## src/logic/dosac_pkg.sv

```systemverilog
// Constants, field layout and types for the termination control pair.
// Assumes a single 125 MHz clock shared by controller and memory model.
//
// Behaviour
// - Synchronous mode needs locked DLL and termination.
// - Synchronous in active states and active power-down.
// - Termination follows pin after on/off latency.
// - Both latencies equal write latency minus two.
// - Additive latency adds into both latencies.
// - Pin stays high four cycles after assertion.
// - Write with pin high holds four/six cycles.
// - Release only after the later hold window.
// - Pin low before read so termination drops.
// - No termination before read postamble ends.
// - DLL parked in precharge power-down means asynchronous.
// - DLL resynchronizing also means asynchronous.
// - Asynchronous path skips additive latency, 2-8.5 ns.
// - Write termination enabled by either bit.
package dosac_pkg;

    // ---------------------------------------------------------------
    // Timing
    // ---------------------------------------------------------------
    localparam int CLK_PERIOD_PS = 8000;
    localparam int ASYNC_MIN_PS  = 2000;
    localparam int ASYNC_MAX_PS  = 8500;
    localparam int ASYNC_MIN_CYC = (ASYNC_MIN_PS + CLK_PERIOD_PS - 1)
                                   / CLK_PERIOD_PS;
    localparam int ASYNC_MAX_CYC = (ASYNC_MAX_PS / CLK_PERIOD_PS) < 1 ? 1
                                   : ASYNC_MAX_PS / CLK_PERIOD_PS;
    localparam int DLL_LOCK_CYC  = 512;
    localparam int HOLD_SHORT    = 4;
    localparam int HOLD_LONG     = 6;
    localparam int LAT_OFFSET    = 2;
    localparam int READ_TAIL     = 7;
    localparam int CL_BASE       = 5;
    localparam int CWL_BASE      = 5;
    localparam int LAT_DEPTH     = 32;
    localparam int LAT_W         = 5;
    localparam int CNT_W         = 10;

    // ---------------------------------------------------------------
    // Mode register fields
    // ---------------------------------------------------------------
    localparam int MR_W         = 13;
    localparam int MR0_CL_LSB   = 4;
    localparam int MR0_DLL_RST  = 8;
    localparam int MR0_DLL_SEL  = 12;
    localparam int MR1_DLL_DIS  = 0;
    localparam int MR1_NOM_B0   = 2;
    localparam int MR1_AL_LSB   = 3;
    localparam int MR1_NOM_B1   = 6;
    localparam int MR1_NOM_B2   = 9;
    localparam int MR2_CWL_LSB  = 3;
    localparam int MR2_WR_LSB   = 9;
    localparam logic [1:0] AL_CL_M1 = 2'h1;
    localparam logic [1:0] AL_CL_M2 = 2'h2;
    localparam logic [1:0] MR_SEL0  = 2'h0;
    localparam logic [1:0] MR_SEL1  = 2'h1;
    localparam logic [1:0] MR_SEL2  = 2'h2;

    // ---------------------------------------------------------------
    // Controller register map and fields
    // ---------------------------------------------------------------
    localparam logic [7:0] ADDR_CTRL   = 8'h00;
    localparam logic [7:0] ADDR_CMD    = 8'h04;
    localparam logic [7:0] ADDR_STATUS = 8'h08;
    localparam int CTRL_TERM   = 0;
    localparam int CTRL_CKE    = 1;
    localparam int CMD_CODE_LSB = 0;
    localparam int CMD_BC4     = 3;
    localparam int CMD_SEL_LSB = 4;
    localparam int CMD_DATA_LSB = 6;

    typedef enum logic [2:0] {
        CMD_NOP, CMD_ACT, CMD_PRE, CMD_WR, CMD_RD, CMD_MRS
    } dosac_cmd_t;

    typedef enum logic [1:0] {
        DLL_OFF, DLL_RESYNC, DLL_LOCKED
    } dosac_dll_t;

endpackage : dosac_pkg

```

## src/logic/dosac_if.sv

```systemverilog
// Link between memory controller and memory termination logic.
// Assumes both ends share one clock; all signals change after its edge.
`timescale 1ns/1ps
interface dosac_if;
    import dosac_pkg::*;
    logic             termRequest;
    logic             cke;
    logic             cmdValid;
    dosac_cmd_t       cmd;
    logic             cmdBurstChop;
    logic [1:0]       cmdMrSel;
    logic [MR_W-1:0]  cmdMrData;

    modport ctl (
        output termRequest, cke, cmdValid, cmd, cmdBurstChop,
        output cmdMrSel, cmdMrData
    );
    modport dev (
        input termRequest, cke, cmdValid, cmd, cmdBurstChop,
        input cmdMrSel, cmdMrData
    );
endinterface : dosac_if

```

## src/logic/dosac_delay_line.sv

```systemverilog
// Shift line of sampled pin levels with a selectable tap.
// Assumes the tap is below the depth; tap 0 is the last sample.
`timescale 1ns/1ps
module dosac_delay_line (
    input  wire logic                      clock,
    input  wire logic                      rst_b,
    input  wire logic                      din,
    input  wire logic [dosac_pkg::LAT_W-1:0] tap,
    output logic                           dout
);
    import dosac_pkg::*;

    logic [LAT_DEPTH-1:0] stage_r;
    logic [LAT_DEPTH:0]   chain;

    // Input at bit 0 keeps every stage index in range
    assign chain = {stage_r, din};

    genvar i;
    generate
        for (i = 0; i < LAT_DEPTH; i++) begin : g_stage
            always_ff @(posedge clock or negedge rst_b) begin
                if (!rst_b) begin
                    stage_r[i] <= 1'b0;
                end else begin
                    stage_r[i] <= chain[i];
                end
            end
        end
    endgenerate

    assign dout = stage_r[tap];
endmodule : dosac_delay_line

```

## src/logic/dosac_device.sv

```systemverilog
// Memory-side termination control: decodes mode registers, tracks DLL
// and power-down state, and switches termination from the request pin.
// Assumes the controller honours the pin hold and read spacing duties.
`timescale 1ns/1ps
module dosac_device #(
    parameter int LOCK_CYCLES = dosac_pkg::DLL_LOCK_CYC
) (
    input  wire logic         clock,
    input  wire logic         rst_b,
    dosac_if.dev              link,
    output logic              termActive,
    output logic              asyncMode,
    output logic              dllLocked,
    output logic [dosac_pkg::LAT_W-1:0] termLatency
);
    import dosac_pkg::*;

    // ------------
    // Mode register shadows
    // ------------
    logic [2:0]  clCode_r;
    logic        dllSel_r;
    logic        dllDis_r;
    logic [2:0]  nomTerm_r;
    logic [1:0]  alCode_r;
    logic [2:0]  cwlCode_r;
    logic [1:0]  wrTerm_r;
    logic        dllRstReq;
    logic        mrsHit;

    assign mrsHit = link.cmdValid && (link.cmd == CMD_MRS);
    assign dllRstReq = mrsHit && (link.cmdMrSel == MR_SEL0)
                       && link.cmdMrData[MR0_DLL_RST];

    always_ff @(posedge clock or negedge rst_b) begin
        if (!rst_b) begin
            clCode_r  <= 3'h0;
            dllSel_r  <= 1'b0;
        end else if (mrsHit && link.cmdMrSel == MR_SEL0) begin
            clCode_r  <= link.cmdMrData[MR0_CL_LSB +: 3];
            dllSel_r  <= link.cmdMrData[MR0_DLL_SEL];
        end
    end

    always_ff @(posedge clock or negedge rst_b) begin
        if (!rst_b) begin
            dllDis_r  <= 1'b0;
            nomTerm_r <= 3'h0;
            alCode_r  <= 2'h0;
        end else if (mrsHit && link.cmdMrSel == MR_SEL1) begin
            dllDis_r  <= link.cmdMrData[MR1_DLL_DIS];
            nomTerm_r <= {link.cmdMrData[MR1_NOM_B2],
                          link.cmdMrData[MR1_NOM_B1],
                          link.cmdMrData[MR1_NOM_B0]};
            alCode_r  <= link.cmdMrData[MR1_AL_LSB +: 2];
        end
    end

    always_ff @(posedge clock or negedge rst_b) begin
        if (!rst_b) begin
            cwlCode_r <= 3'h0;
            wrTerm_r  <= 2'h0;
        end else if (mrsHit && link.cmdMrSel == MR_SEL2) begin
            cwlCode_r <= link.cmdMrData[MR2_CWL_LSB +: 3];
            wrTerm_r  <= link.cmdMrData[MR2_WR_LSB +: 2];
        end
    end

    // ------------
    // Latency arithmetic
    // ------------
    logic [LAT_W-1:0] clCyc;
    logic [LAT_W-1:0] cwlCyc;
    logic [LAT_W-1:0] alCyc;
    logic [LAT_W-1:0] syncLat;

    assign clCyc  = LAT_W'(clCode_r) + LAT_W'(CL_BASE);
    assign cwlCyc = LAT_W'(cwlCode_r) + LAT_W'(CWL_BASE);

    always_comb begin
        case (alCode_r)
            AL_CL_M1: alCyc = clCyc - LAT_W'(1);
            AL_CL_M2: alCyc = clCyc - LAT_W'(2);
            default:  alCyc = '0;
        endcase
    end

    // Same figure for turn-on and turn-off
    assign syncLat = cwlCyc + alCyc - LAT_W'(LAT_OFFSET);

    // ------------
    // Bank and power-down tracking
    // ------------
    logic cke_r;
    logic bankOpen_r;
    logic prePowerDown;
    logic dllParked;

    always_ff @(posedge clock or negedge rst_b) begin
        if (!rst_b) begin
            cke_r <= 1'b0;
        end else begin
            cke_r <= link.cke;
        end
    end

    // Only a precharge-all is modelled, so one flag covers all banks
    always_ff @(posedge clock or negedge rst_b) begin
        if (!rst_b) begin
            bankOpen_r <= 1'b0;
        end else if (link.cmdValid && link.cmd == CMD_ACT) begin
            bankOpen_r <= 1'b1;
        end else if (link.cmdValid && link.cmd == CMD_PRE) begin
            bankOpen_r <= 1'b0;
        end
    end

    assign prePowerDown = !cke_r && !bankOpen_r;
    // Active power-down never parks the DLL
    assign dllParked = prePowerDown && !dllSel_r;

    // ------------
    // DLL state
    // ------------
    dosac_dll_t        dll_r;
    logic [CNT_W-1:0]  lockCnt_r;

    always_ff @(posedge clock or negedge rst_b) begin
        if (!rst_b) begin
            dll_r     <= DLL_RESYNC;
            lockCnt_r <= '0;
        end else begin
            case (dll_r)
                DLL_OFF: begin
                    if (!dllDis_r) begin
                        dll_r     <= DLL_RESYNC;
                        lockCnt_r <= '0;
                    end
                end
                DLL_RESYNC: begin
                    if (dllDis_r) begin
                        dll_r <= DLL_OFF;
                    end else if (int'(lockCnt_r) >= LOCK_CYCLES - 1) begin
                        dll_r <= DLL_LOCKED;
                    end else begin
                        lockCnt_r <= lockCnt_r + CNT_W'(1);
                    end
                end
                DLL_LOCKED: begin
                    if (dllDis_r) begin
                        dll_r <= DLL_OFF;
                    end else if (dllRstReq) begin
                        dll_r     <= DLL_RESYNC;
                        lockCnt_r <= '0;
                    end
                end
                default: begin
                    dll_r <= DLL_OFF;
                end
            endcase
        end
    end

    // ------------
    // Mode selection
    // ------------
    logic termEnabled;
    logic wrTermOn;
    logic syncSel;

    assign wrTermOn    = wrTerm_r[0] || wrTerm_r[1];
    assign termEnabled = (nomTerm_r != 3'h0) || wrTermOn;
    // Resync and parked DLL both fall back to analog timing
    assign syncSel = termEnabled && (dll_r == DLL_LOCKED)
                     && !dllParked;

    // ------------
    // Pin delay and termination output
    // ------------
    logic [LAT_W-1:0] tapSel;
    logic             delayed;

    // Async tap skips the additive part entirely
    assign tapSel = syncSel ? syncLat - LAT_W'(1)
                            : LAT_W'(ASYNC_MAX_CYC - 1);

    dosac_delay_line u_line (
        .clock (clock),
        .rst_b (rst_b),
        .din   (link.termRequest),
        .tap   (tapSel),
        .dout  (delayed)
    );

    always_ff @(posedge clock or negedge rst_b) begin
        if (!rst_b) begin
            termActive <= 1'b0;
        end else if (!termEnabled) begin
            termActive <= 1'b0;
        end else begin
            termActive <= delayed;
        end
    end

    always_ff @(posedge clock or negedge rst_b) begin
        if (!rst_b) begin
            asyncMode   <= 1'b1;
            dllLocked   <= 1'b0;
            termLatency <= '0;
        end else begin
            asyncMode   <= !syncSel;
            dllLocked   <= (dll_r == DLL_LOCKED);
            termLatency <= syncLat;
        end
    end
endmodule : dosac_device

```

## src/flat_wrapper.sv

```systemverilog
// flat-port wrapper written by rule: the top's interface ports become plain ports
module dosac_device_flat import dosac_pkg::*;
#(
    parameter int LOCK_CYCLES = dosac_pkg::DLL_LOCK_CYC
)
  (clock, rst_b, termActive, asyncMode, dllLocked, termLatency, link_termRequest, link_cke, link_cmdValid, link_cmd, link_cmdBurstChop, link_cmdMrSel, link_cmdMrData);
  dosac_if link_i ();
  input  wire logic clock;
  input  wire logic rst_b;
  output logic termActive;
  output logic asyncMode;
  output logic dllLocked;
  output logic [dosac_pkg::LAT_W-1:0] termLatency;
  input wire logic [$bits(link_i.termRequest)-1:0] link_termRequest;
  input wire logic [$bits(link_i.cke)-1:0] link_cke;
  input wire logic [$bits(link_i.cmdValid)-1:0] link_cmdValid;
  input wire logic [$bits(link_i.cmd)-1:0] link_cmd;
  input wire logic [$bits(link_i.cmdBurstChop)-1:0] link_cmdBurstChop;
  input wire logic [$bits(link_i.cmdMrSel)-1:0] link_cmdMrSel;
  input wire logic [$bits(link_i.cmdMrData)-1:0] link_cmdMrData;
  assign link_i.termRequest = link_termRequest;
  assign link_i.cke = link_cke;
  assign link_i.cmdValid = link_cmdValid;
  assign link_i.cmd = link_cmd;
  assign link_i.cmdBurstChop = link_cmdBurstChop;
  assign link_i.cmdMrSel = link_cmdMrSel;
  assign link_i.cmdMrData = link_cmdMrData;
  dosac_device #(.LOCK_CYCLES(LOCK_CYCLES)) u_core (.clock(clock), .rst_b(rst_b), .link(link_i), .termActive(termActive), .asyncMode(asyncMode), .dllLocked(dllLocked), .termLatency(termLatency));
endmodule
```

## config.mk

```make
export PLATFORM = sky130hd
export DESIGN_NAME = dosac_device_flat
export DESIGN_NICKNAME = d
export VERILOG_FILES = /design/src/logic/dosac_pkg.sv /design/src/logic/dosac_if.sv /design/src/logic/dosac_delay_line.sv /design/src/logic/dosac_device.sv /design/src/flat_wrapper.sv
export SDC_FILE = /design/constraint.sdc
export NUM_CORES = 1
export LEC_CHECK = 0
export BUFFER_PORTS_ARGS = -buffer_cell sky130_fd_sc_hd__buf_4
export CORE_MARGIN = 2
export CORE_UTILIZATION = 49
export CTS_BUF_LIST = sky130_fd_sc_hd__clkbuf_4 sky130_fd_sc_hd__clkbuf_8
export DETAILED_ROUTE_END_ITERATION = 10
export HOLD_SLACK_MARGIN = 0.06
export PLACE_DENSITY = 0.66
export SYNTH_ARGS = -nofsm -noshare
export SYNTH_HDL_FRONTEND = slang
export SYNTH_SLANG_ARGS = --single-unit
```

## constraint.sdc

```tcl
create_clock -name clock -period 5.95 [get_ports clock]
set_clock_uncertainty 0.2 [all_clocks]
set_input_delay 0.2975 -clock clock [delete_from_list [all_inputs] [get_ports clock]]
set_output_delay 0.2975 -clock clock [all_outputs]
set_load 0.005 [all_outputs]
```

Word-level counts from Yosys, hierarchy flattened
Cells that the tools add are included. Widths: inputs -> output; s select.

Bits in registers: 69. Bits in latches: 0. RAM bits: 0. Bits in read-only memories: 0. Bits of input ports: 24. Memories: 0.

Add/sub/neg operators: 8. Multiply operators: 0. Div/mod/pow operators: 0. Magnitude comparators: 2. Equal/unequal tests: 16. Shift operators: 0. Muxes and demuxes: 19. Bitwise gates (word level): 0. Reduce and logical (&&, ||, !) cells: 25.

Operators with widths (count): $mux 10 (5); $pmux 10 s3 (1); $logic_and 1x1->1 (11); $add 10x1->10 const B (1); $ge 10x9->1 const B (1); $mux 2 (5); $pmux 5 s2 (1); $sub 5x1->5 const B (2); $sub 5x2->5 const B (2); $add 3x3->4 const B (2); $ne 2x2->1 const B (4); $eq 2x1->1 const B (3); $eq 2x2->1 const B (3); $lt 5x6->1 const B (1); $ne 3x1->1 const B (2); $pmux 2 s3 (1); $reduce_and 6->1 (1); $reduce_bool 3->1 (2); $add 5x5->5 (1); $bmux 1 s5 (1); $logic_not 1->1 (5); $mux 5 (1); $logic_not 2->1 (2); $mux 1 (4); other kinds (7) (8).

Depth between registers and ports, before layout
Gate-level depths: netlist of the first run.

Word-level depth: 10. Gate-level depth with buffers: 17. Depth with buffers taken out: 16.

By module
From an unflattened synthesis of the first run, not the netlist that was laid out.

Cell total of the unflattened synthesis: 257. Area total of the unflattened synthesis: 3095.5 µm².

By module, submodules not included: dosac_device (times used 1, cells an instance 184, area an instance 1969.4 µm², sequential area each 928.4 µm²); dosac_delay_line (times used 1, cells an instance 73, area an instance 1126.1 µm², sequential area each 800.8 µm²).

Worst setup path after synthesis of the first run
OpenSTA, ideal clock, no wires.

Kind: register to register. Start: reg u_core.clCode_r[1]. End: reg u_core.termActive. Setup time: 126 ps. Data arrival time: 3275 ps. Data required time: 5624 ps. Slack: 2349 ps. Stages on the path, launching flop included: 16. Clock period less this slack: 3601 ps. Cell sequence: dfrtp_1 > ha_1 > xnor2_1 > xnor2_1 > a21oi_1 > or2_2 > ha_1 > inv_1 > fa_1 > xor2_1 > buf_2 > mux2_2 > a22oi_1 > a311oi_1 > o21ai_0 > o2bb2ai_1.

Cells in the longest elaborated chain, start to end: 10. Elaborated cells between the ends (all ways): 11.

RTL lines: start, declared (RTL line dosac_device.sv:21) `logic [2:0] clCode_r;`; start signal, assigned (RTL line dosac_device.sv:40) `clCode_r <= link.cmdMrData[MR0_CL_LSB +: 3];`; $add 3x3->4 (*) (RTL line dosac_device.sv:77) `assign clCyc = LAT_W'(clCode_r) + LAT_W'(CL_BASE);`; $sub 5x2->5 / $sub 5x1->5 (equally long branches) (RTL line dosac_device.sv:83, dosac_device.sv:82); $pmux 5 s2 (*) (RTL line dosac_device.sv:81) `case (alCode_r)`; $add 5x5->5 (*) (RTL line dosac_device.sv:89) `assign syncLat = cwlCyc + alCyc - LAT_W'(LAT_OFFSET);`; $sub 5x2->5 (*) (RTL line dosac_device.sv:89); named net u_core.syncLat[2] (RTL line dosac_device.sv:75) `logic [LAT_W-1:0] syncLat;`; $sub 5x1->5 (*) (RTL line dosac_device.sv:184) `assign tapSel = syncSel ? syncLat - LAT_W'(1)`; $mux 5 (*) (RTL line dosac_device.sv:184); $bmux 1 s5 (*) (RTL line dosac_delay_line.sv:32) `assign dout = stage_r[tap];`; $mux 1 (not written as such) (*) (RTL line dosac_delay_line.sv:32); $mux 1 (*) (RTL line dosac_device.sv:198) `end else if (!termEnabled) begin`; end signal, assigned (RTL line dosac_device.sv:201) `termActive <= delayed;`; end, declared (RTL line dosac_device.sv:11) `output logic termActive,`.

Mark *: on every way through the listed nets, which the timed path passes. The rest lies on a longest branch. The select of a mux whose other input is x is not followed. A chain may end at the register's enable or synchronous reset.

Final worst setup path of the first run
Start: reg u_core.clCode_r[0]. End: reg u_core.termActive.

The elaborated chain is that of the path after synthesis.

==> impl_metrics.json, run 1 <==
{
  "floorplan.initialDensity_pct": 50.48,
  "diodes": 0,
  "antenna_violations_before_repair": 0,
  "drt_iter0_markers": 82,
  "reg2reg_slack_ns": 1.64,
  "route.detailed.drc": 0,
  "ys_seq_elements": 69,
  "area_of_the_die_mm2": 0.007165,
  "cts.path.max_buffers": 2,
  "rr_worst_depth": 14,
  "post-route-period-util_pct": 72.42,
  "sequential_share_of_power_pct": 35.4,
  "yosys.cell_types.count": 59,
  "p_comb_share_pct": 41.8,
  "maximum_number_of_pins_on_one_net_before_global_route_repair": 70,
  "cap_violations": 0,
  "critical_path_class": "register to register",
  "layout-drive-gt1-share_pct": 26.62,
  "post-cts-setup-buffer-count": 0,
  "slowest_delay_ns": 0.65,
  "tightest_slew_ns": 0.8601,
  "synth_nets": 295,
  "fin_setup_tns_ns": 0,
  "cts_inserted_buffers": 9,
  "cp_num_buf_inv": 1,
  "grt_setup_unrepaired": "no",
  "insertion_delay_ns": 0.34,
  "netlist_instances": 257,
  "cp.required_ns": 6.01,
  "syn_area_per_cell_um2": 12.40,
  "synth_sequential_area_ratio_pct": 54.26,
  "worstPathMaxFanout": 11,
  "rr_startpoint": "u_core.clCode_r[0]",
  "critical_path_cell_by_cell": "ha_1 -> xnor2_1 -> xnor2_1 -> a21oi_1 -> or2_2 -> ha_1 -> inv_1 -> fa_1 -> xor2_1 -> mux2_2 -> a22oi_1 -> a311oi_1 -> o21ai_0 -> o2bb2ai_1",
  "setup_violations": 0,
  "die_height_um": 84.65,
  "share_of_synthesized_registers_carrying_an_async_set_or_reset_pct": 100.0,
  "synthTopCellsByArea": "dfrtp_1 (53%), mux2_2 (6.0%), ha_1 (5.1%)",
  "final.min_clock_period_ns": 4.309,
  "grt.total_usage_pct": 16.75,
  "cts.reportedPaths.clkPinSlew_ns": 0.07,
  "hold-path-endpoint": "u_core.alCode_r[0]",
  "synth_area_mm2": 0.003187,
  "worst_case_headroom_to_the_max_slew_limit_pct": 42.54,
  "ir_drop_uv": 371.1,
  "final_common_cell": "dfrtp_1",
  "critical_path.slowest_cell": "xor2_1",
  "net-switching-power_w": 0.0005882,
  "core_region_area_mm2": 0.006314,
  "postCtsHoldBufs": 14,
  "cts-htree-levels": 3,
  "area_growth_from_synthesis_to_layout_pct": 19.28,
  "globalRouteOverflowTotal": 0,
  "timing.final.hold_violations": 0,
  "number_of_enable_type_register_cells_in_the_synthesized_netlist": 0,
  "worst_hold_startpoint": "link_cmdMrSel[1]",
  "final_core_util_pct": 60.21,
  "power.share.clock_pct": 22.7,
  "whs_path_depth": 4,
  "die_w_um": 84.65,
  "cellPowerDensity_mw_per_mm2": 441.4,
  "wl_um": 5582,
  "synth.yosys.warnings": 0,
  "total_leakage_power_nw": 1.713,
  "cp.arrival_ns": 4.37,
  "final_nets": 341,
  "first_global_vias": 1980,
  "cts-root-buf": "clkbuf_8",
  "synth_flop_cell": "dfrtp_1",
  "dr_total_vias": 2028,
  "min-delay-path-class": "input port to register",
  "critical_path.top_delay_family": "adder cells",
  "cts_resized": 0,
  "number_of_buffer_cells_added_on_primary_ports": 27,
  "final_max_slew_viol_count": 0,
  "most-common-layout-cells": "dfrtp_1 (67), buf_4 (27), inv_1 (17), mux2_2 (17), nor2_1 (16)",
  "cp_depth": 14,
  "sinks_on_the_clock_net": 69,
  "dp.final_hpwl_um": 3753,
  "fmaxAchievable_mhz": 232.1,
  "critPathLaunchType": "register",
  "detail_route.vias_per_cell": 5.268,
  "r2r_end": "u_core.termActive",
  "gp_routability_congestion": 0.8061,
  "wl_per_cell_um": 14.50,
  "endpoint_kind": "register",
  "route.antenna.remaining_nets": 0,
  "outcome": "completed",
  "power.internal_w": 0.001090,
  "io_pins": 32,
  "power.share.switching_pct": 35.06,
  "grt_first_pass_wirelength_um": 9439,
  "tritoncts": "built",
  "placementRows": 29,
  "synthDominantCellAreaShare_pct": 52.61,
  "post-synth-top-area-cell": "dfrtp_1",
  "detail_route.first_pass.iterations": 5
}
==> worst register-to-register path, cell delays in order, from the launching register on <==
cell and delay (ns):
dfrtp_1 0.47, ha_1 0.29, xnor2_1 0.20, xnor2_1 0.13, a21oi_1 0.08, or2_2 0.28, ha_1 0.28, inv_1 0.06
fa_1 0.62, xor2_1 0.65, mux2_2 0.28, a22oi_1 0.08, a311oi_1 0.30, o21ai_0 0.14, o2bb2ai_1 0.16
==> metal layers <==
layer | part of all wire [%] | global-route usage [%] | vias up
met4 | 1.2 | 7.792 | 0
met2 | 45 | 24.27 | 29
met3 | 2.9 | 3.245 | 7
li1 | - | - | 1007
met5 | 0 | 0 | -
met1 | 51 | 24.43 | 985
==> state kept, by name, indices dropped and copies added, names as in the netlist <==
name	count
u_core.alCode_r	2
u_core.asyncMode	1
u_core.bankOpen_r	1
u_core.cke_r	1
u_core.clCode_r	3
u_core.cwlCode_r	3
u_core.dllDis_r	1
u_core.dllLocked	1
u_core.dllSel_r	1
u_core.dll_r	2
u_core.lockCnt_r	10
u_core.nomTerm_r	3
u_core.termActive	1
u_core.termLatency	5
u_core.u_line.chain	32
u_core.wrTerm_r	2
==> final cells by class <==
type | count | area (um^2)
fill | 532 | 2512
clock buffer | 12 | 152.6
sequential | 69 | 1729
clock inverter | 4 | 47.55
inverter | 18 | 67.56
timing repair buffer | 41 | 342.8
multi-input combinational | 164 | 1365
tap | 77 | 96.34
==> cells in the mapped netlist, types with 2 or more instances <==
library cell and count:
dfrtp_1 67, inv_1 17, mux2_2 17, nor2_1 16, ha_1 13, nand2_1 12
o21ai_0 9, a21oi_1 8, xnor2_1 8, nor3_1 7, nand2b_1 5, nor2b_1 5
clkbuf_1 4, mux2i_1 4, xor2_1 4, a31oi_1 3, mux4_2 3, nor4b_2 3
a211oi_1 2, a21o_1 2, a22o_1 2, a22oi_1 2, and2_1 2, buf_2 2
dfstp_2 2, nand3_1 2, nand3b_1 2, nor3b_1 2, o22ai_1 2
==> through the flow <==
step,hold WS (ns),instances,setup WS (ns),total power [W],area [um^2]
floorplan,-0.1981,257,2.349,0.001134,3187
global placement,0.1515,355,1.692,0.001291,3461
detailed placement,0.1562,355,1.680,0.001297,3461
CTS,0.1236,385,1.655,0.001696,3801
global route,0.1523,385,1.361,0.001798,3801
finish,0.1347,385,1.641,0.001678,3801
==> cell families after synthesis <==
group                      share of synthesized area, %
adders and majority gates                         5.732
muxes                                             9.383
xor gates and xnor gates                          4.044
AOI/OAI and AO/OA                                 10.44
buffers and inverters                             2.905
and+or+nand+nor                                   13.23
DFF                                               54.26
==> worst max path at each step <==
stage	slack, ns	from	end
6_report	1.64	u_core.clCode_r[0]	u_core.termActive
5_1_grt	1.36	u_core.clCode_r[0]	u_core.termActive
4_1_cts	1.66	u_core.clCode_r[0]	u_core.termActive
3_5_place_dp	1.68	u_core.clCode_r[0]	u_core.termActive
3_3_place_gp	1.69	u_core.clCode_r[0]	u_core.termActive
2_1_floorplan	2.35	u_core.clCode_r[1]	u_core.termActive
==> power by group through the flow <==
stage	registers, W	clock network (W)	logic [W]
2_1_floorplan	0.000589	0	0.000545
3_3_place_gp	0.000601	0	0.000690
3_5_place_dp	0.000603	0	0.000695
4_1_cts	0.000595	0.000392	0.000709
5_1_grt	0.000606	0.000412	0.000780
6_report	0.000594	0.000382	0.000702
Note: power is estimated with default switching activity, not from simulation.
==> run 2, diff against run 1 <==
Clock period 5.95 ns to 3.99 ns, I/O delays scaled along.
==> run 2 against run 1 <==
  * Non-clock buffer count up 9
  * Critical path depth stayed put
  * Combinational power up 68%
  * Sequential share of layout area is 1.3 points lower
  * Largest power group unchanged
  * Highest routed layer unchanged
==> impl_metrics.json, run 2 (synthesized netlist as in run 1, its figures left out) <==
{
  "area_of_the_die_mm2": 0.007165,
  "cts.reportedPaths.clkPinSlew_ns": 0.07,
  "dp.final_hpwl_um": 3929,
  "detail_route.vias_per_cell": 5.355,
  "cp.required_ns": 4.02,
  "diodes": 0,
  "setup_violations": 0,
  "area_growth_from_synthesis_to_layout_pct": 22.85,
  "outcome": "completed",
  "final_core_util_pct": 62.01,
  "final_max_slew_viol_count": 0,
  "placementRows": 29,
  "core_region_area_mm2": 0.006314,
  "die_w_um": 84.65,
  "first_global_vias": 2075,
  "insertion_delay_ns": 0.34,
  "hold-path-endpoint": "u_core.cwlCode_r[0]",
  "cts_inserted_buffers": 9,
  "worst_case_headroom_to_the_max_slew_limit_pct": 43.16,
  "total_leakage_power_nw": 1.757,
  "met2_usage_pct": 26.27,
  "antenna_violations_before_repair": 0,
  "route.antenna.remaining_nets": 0,
  "most-common-layout-cells": "dfrtp_1 (67), buf_4 (32), dlygate4sd3_1 (18)",
  "post-cts-setup-buffer-count": 0,
  "worst_hold_startpoint": "link_cmdMrSel[0]",
  "detail_route.first_pass.iterations": 4,
  "sinks_on_the_clock_net": 69,
  "timing.final.hold_violations": 0,
  "critPathLaunchType": "register",
  "post-route-period-util_pct": 94.91,
  "r2r_end": "u_core.termActive",
  "grt.total_usage_pct": 17.36,
  "grt_setup_unrepaired": "no",
  "floorplan.initialDensity_pct": 50.48,
  "final.min_clock_period_ns": 3.787,
  "cts.path.max_buffers": 2,
  "grt_first_pass_wirelength_um": 9791,
  "fillers": 524,
  "ir_drop_uv": 510.2,
  "die_height_um": 84.65,
  "final_common_cell": "dfrtp_1",
  "globalRouteOverflowTotal": 0,
  "cellPowerDensity_mw_per_mm2": 686.3,
  "number_of_buffer_cells_added_on_primary_ports": 27,
  "fmaxAchievable_mhz": 264.1,
  "tightest_slew_ns": 0.8508,
  "dr_total_vias": 2110,
  "layout-drive-gt1-share_pct": 28.39,
  "worstPathMaxFanout": 11,
  "number_of_flip_flops_under_the_largest_register_name": 32,
  "final_nets": 350,
  "rr_startpoint": "u_core.clCode_r[1]",
  "drt_iter0_markers": 74,
  "maximum_number_of_pins_on_one_net_before_global_route_repair": 70,
  "gp_routability_congestion": 0.8436,
  "wl_per_cell_um": 14.72,
  "cts-root-buf": "clkbuf_8",
  "rr_worst_depth": 14,
  "whs_path_depth": 4,
  "cp.arrival_ns": 3.81,
  "critical_path_class": "register to register",
  "wl_um": 5799,
  "fin_setup_tns_ns": 0,
  "endpoint_kind": "register",
  "cap_violations": 0,
  "route.detailed.drc": 0,
  "cts-htree-levels": 3,
  "global_route.usage.met1_pct": 23.86,
  "grt.busiest_layer": "met2",
  "grtUsageMet3_pct": 4.720,
  "reg2reg_slack_ns": 0.20,
  "min-delay-path-class": "input port to register",
  "tritoncts": "built",
  "io_pins": 32
}
==> run 2: cell count changes in the layout (fill, tap and decap cells not counted), sizes merged <==
cell         previous run  this run
buf                    27        32
clkbuf                 12        10
bufinv                  1         2
dlygate4sd3            14        18
clkinv                  2         3
==> run 2: power breakdown <==
group	internal [W]	switching, W	leakage (nW)	total [W]
combinational	0.000589	0.000589	0.810	0.00118
clock	0.000367	0.000258	0.112	0.000625
sequential	0.000808	0.0000767	0.834	0.000884
total	0.00176	0.000923	1.76	0.00269
==> run 2: cell type report <==
| class | count | area (um^2) | area share (%) |
|---|---|---|---|
| Multi-Input combinational cell | 164 | 1378 | 35.19 |
| Timing Repair Buffer | 50 | 420.4 | 10.74 |
| Clock buffer | 10 | 137.6 | 3.516 |
| Clock inverter | 6 | 86.33 | 2.205 |
| Sequential cell | 69 | 1729 | 44.17 |
| Tap cell | 77 | 96.34 | 2.461 |
| Inverter | 18 | 67.56 | 1.726 |
==> run 2: through the flow <==
step | area (um^2) | instances | hold slack (ns) | setup slack [ns] | power [W]
floorplan | 3187 | 257 | -0.2961 | 0.3889 | 0.001691
global placement | 3498 | 360 | 0.1089 | 0.2325 | 0.002010
detailed placement | 3498 | 360 | 0.1101 | 0.1748 | 0.002035
CTS | 3902 | 394 | 0.07646 | 0.1336 | 0.002694
global route | 3915 | 394 | 0.1084 | 0.01726 | 0.002861
finish | 3915 | 394 | 0.08598 | 0.2031 | 0.002687
==> run 2: critical path, stage by stage (launching register included) <==
cell and delay, ns:
dfrtp_1 0.41, ha_2 0.41, xnor2_1 0.14, a21oi_1 0.08, or2_2 0.28, ha_1 0.28
inv_1 0.06, fa_2 0.62, xor2_1 0.16, buf_4 0.20, mux2_2 0.35, a22oi_1 0.19
a311oi_1 0.12, o21ai_0 0.10, o2bb2ai_1 0.07
==> run 2: what timing repair did <==
item / in CTS / in global routing
setup endpoints to repair: 0 / 1
hold buffers: 18 / 0
hold endpoints to repair: 85 / 0
gates resized for setup: 0 / 3
==> run 2: worst max-delay path by stage <==
stage	from	endpoint	slack, ns	cells after the start
after global placement	u_core.clCode_r[1]	u_core.termActive	0.23	15
after global routing	u_core.clCode_r[1]	u_core.termActive	0.02	14
after CTS	u_core.clCode_r[1]	u_core.termActive	0.13	14
final	u_core.clCode_r[1]	u_core.termActive	0.20	14
after detailed placement	u_core.clCode_r[1]	u_core.termActive	0.17	15
after floorplan	u_core.clCode_r[1]	u_core.termActive	0.39	15
==> run 2: routing by layer <==
metal	share of wire (%)	up-vias
met4	1.8	0
met1	48	1039
met2	47	32
met3	3.0	13
li1	-	1026
met5	0	-
